===== config.mk =====
export PLATFORM = sky130hd
export DESIGN_NAME = smcg_ctrl
export DESIGN_NICKNAME = d
export VERILOG_FILES = /design/src/smcg_pkg.sv /design/src/smcg_ctrl.sv
export VERILOG_INCLUDE_DIRS = /design/src
export SDC_FILE = /design/constraint.sdc
export NUM_CORES = 1
export LEC_CHECK = 0
export CAP_MARGIN = 20
export CORE_AREA = 2 2 107 109
export DETAILED_ROUTE_END_ITERATION = 6
export DIE_AREA = 0 0 109 111
export DONT_BUFFER_PORTS = 1
export HOLD_SLACK_MARGIN = 0.02
export SLEW_MARGIN = 20
export SYNTH_ARGS = -nofsm -noshare
export SYNTH_HDL_FRONTEND = slang
export SYNTH_SLANG_ARGS = --single-unit

===== constraint.sdc =====
create_clock -name i_core_clk -period 4.9 [get_ports i_core_clk]
set_input_delay 1.47 -clock i_core_clk [delete_from_list [all_inputs] [get_ports i_core_clk]]
set_output_delay 1.47 -clock i_core_clk [all_outputs]
set_load 0.02 [all_outputs]

===== src/smcg_defines.svh =====
// Constants for the sleep mode and clock gating controller.
`ifndef SMCG_DEFINES_SVH
`define SMCG_DEFINES_SVH
// =====================================================================
// Sleep mode field encoding.
`define SMCG_MODE_W        3
`define SMCG_MODE_IDLE     3'h0
`define SMCG_MODE_ADCNR    3'h1
`define SMCG_MODE_PDOWN    3'h2
`define SMCG_MODE_PSAVE    3'h3
`define SMCG_MODE_STBY     3'h6
`define SMCG_MODE_XSTBY    3'h7
// =====================================================================
// Port geometry.
`define SMCG_PORT_W        8
`define SMCG_NUM_PORTS     4
// =====================================================================
// Timing: oscillator start-up after a stopped oscillator, and the
// shorter resync time when the oscillator kept running.
`define SMCG_CLK_MHZ       40
`define SMCG_OSC_START_NS  1000
`define SMCG_OSC_START_CYC ((`SMCG_OSC_START_NS * `SMCG_CLK_MHZ + 999) / 1000)
`define SMCG_FAST_WAKE_CYC 6
`define SMCG_CNT_W         16
// Reset pin minimum low pulse length.
`define SMCG_RST_MIN_NS    2500
`define SMCG_RST_MIN_CYC   ((`SMCG_RST_MIN_NS * `SMCG_CLK_MHZ + 999) / 1000)
`endif


===== src/smcg_pkg.sv =====
// Types shared by the sleep mode and clock gating controller.
package smcg_pkg;
  // ===================================================================
  // Controller states, one-hot.
  typedef enum logic [3:0] {
    SMCG_ACTIVE = 4'h1,  // CPU running.
    SMCG_SLEEP  = 4'h2,  // Sleeping in the selected mode.
    SMCG_WAKE   = 4'h4,  // Waiting for oscillator stability.
    SMCG_RESET  = 4'h8   // Reset held.
  } smcg_state_e;

  // Clock and function enables handed to the rest of the chip.
  typedef struct packed {
    logic cpu;     // CPU clock.
    logic sram;    // SRAM clock.
    logic timer;   // Synchronous timer/counters.
    logic spi;     // SPI port.
    logic irq;     // Interrupt logic.
    logic adc;     // Analog-to-digital converter.
    logic async;   // Asynchronous timer.
    logic osc;     // Main oscillator.
  } smcg_gate_s;

  // Whole state of the controller.
  typedef struct packed {
    smcg_state_e state;
    logic [2:0]  mode;
    logic [15:0] cnt;
    logic [15:0] rst_cnt;
    logic        int_rst;
    smcg_gate_s  gate;
  } smcg_all_s;
endpackage : smcg_pkg


===== src/smcg_ctrl.sv =====
// Sleep mode sequencer, clock gating and general-purpose port pins.
// =====================================================================
`timescale 1ns/1ps
`include "smcg_defines.svh"

module smcg_ctrl #(
  parameter int unsigned PORT_W   = `SMCG_PORT_W,
  parameter int unsigned NPORTS   = `SMCG_NUM_PORTS,
  parameter int unsigned OSC_CYC  = `SMCG_OSC_START_CYC,
  parameter int unsigned FAST_CYC = `SMCG_FAST_WAKE_CYC,
  parameter int unsigned RST_CYC  = `SMCG_RST_MIN_CYC
) (
  input  wire logic                     i_core_clk,
  input  wire logic                     i_rst,
  input  wire logic                     i_clk_en,
  input  wire logic                     i_reset_n,
  input  wire logic                     i_sleep_req,
  input  wire logic [`SMCG_MODE_W-1:0]  i_sleep_mode,
  input  wire logic                     i_wake_irq,
  input  wire logic [NPORTS*PORT_W-1:0] i_port_out,
  input  wire logic [NPORTS*PORT_W-1:0] i_port_dir,
  input  wire logic [NPORTS*PORT_W-1:0] i_port_pullup,
  input  wire logic [NPORTS*PORT_W-1:0] i_pin_in,
  output logic      [NPORTS*PORT_W-1:0] o_pin_out,
  output logic      [NPORTS*PORT_W-1:0] o_pin_oe,
  output logic      [NPORTS*PORT_W-1:0] o_pin_pullup,
  output logic      [NPORTS*PORT_W-1:0] o_port_in,
  output smcg_pkg::smcg_gate_s          o_gate,
  output logic                          o_sleeping,
  output logic                          o_cpu_run,
  output logic                          o_reset_active
);

  // ===================================================================
  // Elaboration checks.
  if (PORT_W != `SMCG_PORT_W) begin : g_bad_width
    $error("Port width must be eight bits.");
  end
  if (OSC_CYC < 1 || FAST_CYC < 1 || RST_CYC < 1) begin : g_bad_cnt
    $error("Timing counts must be at least one cycle.");
  end
  // The wake and filter counters are CNT_W bits wide. A longer count
  // would wrap, ending the oscillator wait or the pin filter early.
  if (OSC_CYC >= (1 << `SMCG_CNT_W) || RST_CYC >= (1 << `SMCG_CNT_W)) begin : g_big_cnt
    $error("Timing counts exceed the counter width.");
  end
  // The fast resync count shares the same counter.
  if (FAST_CYC >= (1 << `SMCG_CNT_W)) begin : g_big_fast
    $error("Fast wake count exceeds the counter width.");
  end

  // ===================================================================
  // State registers.
  smcg_pkg::smcg_all_s s_reg;  // Registered state.
  smcg_pkg::smcg_all_s s_next; // Next state.
  logic                rst_any; // Any reset source active.

  // Any reset source tri-states the pins combinationally, so the pins
  // float even when no clock edge arrives.
  assign rst_any = i_rst | s_reg.int_rst | ~i_reset_n;

  // Full-speed gate settings, everything on.
  localparam smcg_pkg::smcg_gate_s GATE_ALL = '{default: 1'b1};

  // Gate settings for a sleep mode; reserved codes keep all clocks.
  function automatic smcg_pkg::smcg_gate_s mode_gate(input logic [2:0] m);
    smcg_pkg::smcg_gate_s g;
    g = '0;
    case (m)
      `SMCG_MODE_IDLE: begin
        g = GATE_ALL;
        g.cpu = 1'b0;
        g.adc = 1'b0;
      end
      `SMCG_MODE_ADCNR: begin
        g.adc   = 1'b1;
        g.async = 1'b1;
        g.osc   = 1'b1;
      end
      `SMCG_MODE_PDOWN: begin
        g = '0;
      end
      `SMCG_MODE_PSAVE: begin
        g.async = 1'b1;
      end
      `SMCG_MODE_STBY: begin
        g.osc = 1'b1;
      end
      `SMCG_MODE_XSTBY: begin
        g.osc   = 1'b1;
        g.async = 1'b1;
      end
      default: begin
        g = GATE_ALL;
      end
    endcase
    return g;
  endfunction : mode_gate

  // True for the six valid codes.
  function automatic logic mode_valid(input logic [2:0] m);
    logic v;
    v = 1'b0;
    case (m)
      `SMCG_MODE_IDLE, `SMCG_MODE_ADCNR, `SMCG_MODE_PDOWN,
      `SMCG_MODE_PSAVE, `SMCG_MODE_STBY, `SMCG_MODE_XSTBY: v = 1'b1;
      default: v = 1'b0;
    endcase
    return v;
  endfunction : mode_valid

  // ===================================================================
  // Next-state logic.
  // The pin filter is evaluated first and the reset override last, so a
  // filtered reset always wins over any sleep or wake decision.
  always_comb begin
    s_next = s_reg;
    // Reset pin filter: a short low glitch does not reset the device.
    if (i_reset_n) begin
      s_next.rst_cnt = '0;
      s_next.int_rst = 1'b0;
    end else if (s_reg.rst_cnt >= 16'(RST_CYC - 1)) begin
      s_next.int_rst = 1'b1;
    end else begin
      s_next.rst_cnt = s_reg.rst_cnt + 16'h0001;
    end
    case (s_reg.state)
      smcg_pkg::SMCG_RESET: begin
        // Leave reset through the oscillator wait.
        s_next.gate  = GATE_ALL;
        s_next.gate.cpu = 1'b0;
        s_next.cnt   = 16'(OSC_CYC);
        s_next.state = smcg_pkg::SMCG_WAKE;
      end
      smcg_pkg::SMCG_ACTIVE: begin
        s_next.gate = GATE_ALL;
        // Reserved codes are ignored so they never gate a clock.
        if (i_sleep_req && mode_valid(i_sleep_mode)) begin
          s_next.mode  = i_sleep_mode;
          s_next.gate  = mode_gate(i_sleep_mode);
          s_next.state = smcg_pkg::SMCG_SLEEP;
        end
      end
      smcg_pkg::SMCG_SLEEP: begin
        if (i_wake_irq) begin
          // Clocks come back first; the CPU waits for a stable
          // oscillator. A kept oscillator needs only a short resync.
          s_next.gate     = GATE_ALL;
          s_next.gate.cpu = 1'b0;
          s_next.cnt      = s_reg.gate.osc ? 16'(FAST_CYC) : 16'(OSC_CYC);
          s_next.state    = smcg_pkg::SMCG_WAKE;
        end
      end
      smcg_pkg::SMCG_WAKE: begin
        if (s_reg.cnt <= 16'h0001) begin
          s_next.cnt   = '0;
          s_next.gate  = GATE_ALL;
          s_next.state = smcg_pkg::SMCG_ACTIVE;
        end else begin
          s_next.cnt = s_reg.cnt - 16'h0001;
        end
      end
      default: begin
        s_next.state = smcg_pkg::SMCG_RESET;
      end
    endcase
    // Only the filtered reset pin overrides the sequence here; i_rst acts in the state register.
    if (s_reg.int_rst) begin
      s_next.state = smcg_pkg::SMCG_RESET;
      s_next.gate  = '0;
    end
  end

  // ===================================================================
  // State register with clock enable and synchronous reset.
  // A low clock enable holds every field, the pin filter count included,
  // so a frozen core does not age a reset pulse on the pin.
  always_ff @(posedge i_core_clk) begin
    if (i_rst) begin
      s_reg         <= '0;
      s_reg.state   <= smcg_pkg::SMCG_RESET;
      s_reg.mode    <= `SMCG_MODE_IDLE;
    end else if (i_clk_en) begin
      s_reg <= s_next;
    end
  end

  // ===================================================================
  // Port pins: one copy of the pad logic per bit.
  // The pads are plain gates on the reset sources, so they float with no
  // clock edge, but leave a filtered reset only at an enabled edge. The cost is that a short glitch on the
  // reset pin also releases the pins for as long as it lasts.
  for (genvar b = 0; b < NPORTS*PORT_W; b++) begin : g_pin
    // Output enable and pull-up both drop during reset.
    assign o_pin_oe[b]     = i_port_dir[b] & ~rst_any;
    assign o_pin_out[b]    = i_port_out[b] & ~rst_any;
    assign o_pin_pullup[b] = i_port_pullup[b] & ~i_port_dir[b] & ~rst_any;
    assign o_port_in[b]    = i_pin_in[b];
  end

  // ===================================================================
  // Status outputs.
  // All of these but the reset flag decode registered state, so they
  // move only at clock edges that are enabled or carry i_rst.
  assign o_gate         = s_reg.gate;
  assign o_sleeping     = (s_reg.state == smcg_pkg::SMCG_SLEEP);
  assign o_cpu_run      = s_reg.gate.cpu;
  assign o_reset_active = rst_any;

endmodule : smcg_ctrl


==> results.sh <==
export IMPL_mostFrequentLayoutCells="65 x and3_1, 42 x dfxtp_1, 36 x buf_4"
export IMPL_syn_avg_cell_area_um2=7.82
export IMPL_ys_flop_type="dfxtp_1"
export IMPL_ys_types=47
export IMPL_synth_nets=540
export IMPL_cellPowerDensity_mw_per_mm2=305
export IMPL_die_area_mm2=0.0121
export IMPL_seq_area_frac_synth_pct=26.9
export IMPL_grt_max_degree=71
export IMPL_worstPathMaxFanout=65
export IMPL_drv_cap=0
export IMPL_async_reset_ff_share_pct=0
export IMPL_cts_resized=0
export IMPL_start_util_pct=28.3
export IMPL_cp_end_kind="output port"
export IMPL_io_buffers=0
export IMPL_wl_mm=11.9
export IMPL_hp_class="reg -> reg"
export IMPL_drive_above_1_share_pct=13.8
export IMPL_tightest_slew_ns=0.941
export IMPL_largest_reg_flops=37
export IMPL_rsz0062_at_grt="false"
export IMPL_place_hpwl_mm=9.66
export IMPL_synth_seq_cells=42
export IMPL_postPlaceCellArea_mm2=0.00318
export IMPL_die_x_um=109
export IMPL_slew_headroom_pct=36.7
export IMPL_rr_worst_depth=5
export IMPL_cts_tree="built"
export IMPL_clkTransAtPathRegs_ns=0.05
export IMPL_nFillCells=1175
export IMPL_gp_congestion=1.00
export IMPL_final_cell_area_mm2=0.00333
export IMPL_routed_via_density=5.41
export IMPL_rows=39
export IMPL_reg2reg_slack_ns=2.57
export IMPL_cts_buffers_inserted=5
export IMPL_finalSetupTns_ns=0
export IMPL_drcViolationCount=0
export IMPL_synth_edf_count=0
export IMPL_min_path_cells=1
export IMPL_htreeDepth=2
export IMPL_routed_via_count=2820
export IMPL_max_clock_path_buffers=2
export IMPL_hold_buffers=0
export IMPL_die_h_um=111
export IMPL_crit_required_ns=3.43
export IMPL_stdcell_count=521
export IMPL_placed_cells=511
export IMPL_netlist_area_mm2=0.00313
export IMPL_ys_warn_count=0
export IMPL_synth_cells=400
export IMPL_startpoint_type="input pin"
export IMPL_grt_pass1_vias=2580
export IMPL_finalHoldViolations=0
export IMPL_drv_slew=0
export IMPL_post_route_period_util_pct=79.3
export IMPL_ant_nets=0
export IMPL_reg2reg_from="s_reg[30]"
export IMPL_cts_root_buf="clkbuf_16"
export IMPL_crit_type="in -> out"
export IMPL_clock_fmax_mhz=257
export IMPL_grt_pass1_wl_mm=16.1
export IMPL_power_total_mw=1.01
export IMPL_wire_per_inst_um=22.8
export IMPL_p_leak_nw=1.44
export IMPL_areaGrowthSynthToFinish_pct=6.36
export IMPL_num_io_pins=276
export IMPL_period_needed_ns=3.89
export IMPL_final_common_cell="and3_1"
export IMPL_postCtsSetupRepairBufs=0
export IMPL_whs_endpoint="s_reg[22]"
export IMPL_drt_iter0_drc=197
export IMPL_clk_latency_ns=0.29
export IMPL_max_vdd_ir_drop_uv=246
export IMPL_cp_data_arrival_time_ns=2.42
export IMPL_overflow=0
export IMPL_layout_nets=515
export IMPL_first_pass_iters=4
export IMPL_outcome="finished clean"
export IMPL_regToRegEndpoint="s_reg[38]"
export IMPL_worst_hold_slack_ns=0.459
export IMPL_clock_sinks=42
export IMPL_hp_start="s_reg[22]"
export IMPL_grt_antenna_before_repair=3
export IMPL_grt_use_total_pct=18.3
export IMPL_core_mm2=0.0111
export IMPL_fin_worst_skew_ns=0.0163
export IMPL_setup_viol=0
## power breakdown
group / switching (mW) / total, mW / internal (mW)
Clock: 0.137 / 0.326 / 0.189
Sequential: 0.0480 / 0.417 / 0.369
Combinational: 0.167 / 0.271 / 0.103
Total: 0.352 / 1.01 / 0.661
## critical path, stage by stage
cell    delay [ns]
nor2_4        0.07
buf_4         0.42
and3_1        0.42
## cells by family (layout without fill, tap and decap cells)
logic type | Yosys count | in the layout | share of synthesized area [%]
and+or+nand+nor | 218 | 218 | 43.0
buffers and inverters | 75 | 51 | 13.9
AOI/OAI and AO/OA | 43 | 43 | 9.52
DFF | 42 | 42 | 26.9
xor gates and xnor gates | 14 | 14 | 3.92
muxes | 5 | 5 | 1.60
adders and majority gates | 3 | 3 | 1.20
other | 0 | 2 | 0
## synth_stat cells (2+ instances only)
| master | n | area (µm²) |
|---|---|---|
| nor3_1 | 9 | 45.0 |
| mux2i_1 | 5 | 50.1 |
| nor2b_1 | 7 | 43.8 |
| nand2_1 | 19 | 71.3 |
| buf_4 | 40 | 300 |
| nand3b_1 | 2 | 15.0 |
| nand2b_1 | 4 | 25.0 |
| nor4b_1 | 2 | 17.5 |
| xor2_1 | 11 | 96.3 |
| buf_2 | 3 | 15.0 |
| and3_1 | 65 | 407 |
| a41oi_1 | 2 | 17.5 |
| xnor2_1 | 3 | 26.3 |
| ha_1 | 3 | 37.5 |
| o2bb2ai_1 | 2 | 17.5 |
| nor2_1 | 25 | 93.8 |
| o21ai_1 | 2 | 10.0 |
| o21ai_0 | 9 | 45.0 |
| nand4_1 | 9 | 56.3 |
| nor4_1 | 5 | 31.3 |
| inv_1 | 7 | 26.3 |
| nor3b_1 | 33 | 248 |
| dfxtp_1 | 42 | 841 |
| nand3_1 | 8 | 40.0 |
| and2_1 | 16 | 100 |
| nand4b_1 | 4 | 35.0 |
| a21oi_1 | 10 | 50.1 |
| o21a_1 | 3 | 22.5 |
| clkbuf_1 | 25 | 93.8 |
| o21bai_1 | 2 | 15.0 |
| o31ai_1 | 2 | 15.0 |
| a31oi_1 | 4 | 25.0 |
| or4_1 | 3 | 22.5 |
## per-stage QoR
step           utilization, %  worst slack [ns]
2_1_floorplan               -             0.823
3_5_place_dp             28.7              1.03
3_3_place_gp             28.7              1.04
6_report                 30.0              1.01
5_1_grt                  30.0             0.971
4_1_cts                  30.0              1.00
## worst max path at each step
| stage | from | end | slack (ns) | depth (start not counted) |
|---|---|---|---|---|
| 6_report | i_rst | o_pin_out[30] | 1.01 | 3 |
| 5_1_grt | i_rst | o_pin_out[30] | 0.97 | 3 |
| 4_1_cts | i_rst | o_pin_out[30] | 1.00 | 3 |
| 3_5_place_dp | i_rst | o_pin_out[30] | 1.03 | 3 |
| 3_3_place_gp | i_rst | o_pin_out[30] | 1.04 | 3 |
| 2_1_floorplan | i_rst | o_pin_pullup[11] | 0.82 | 4 |
## layout make-up
class	count	area, µm²	share of cell area [%]
Timing Repair Buffer	36	270	8.12
Tap cell	143	179	5.38
Multi-Input combinational cell	283	1860	56.0
Clock buffer	6	129	3.87
Sequential cell	42	841	25.3
Inverter	7	26.3	0.789
Antenna cell	2	5.00	0.150
Clock inverter	2	13.8	0.414
## metal layers
metal	global-route usage (%)	vias to the layer above	routed length (µm)
li1	-	1331	-
met5	0	-	0
met3	13.2	34	2080
met4	8.72	0	498
met2	26.0	157	5040
met1	20.3	1298	4270
Note: power is estimated with default switching activity, not from simulation.
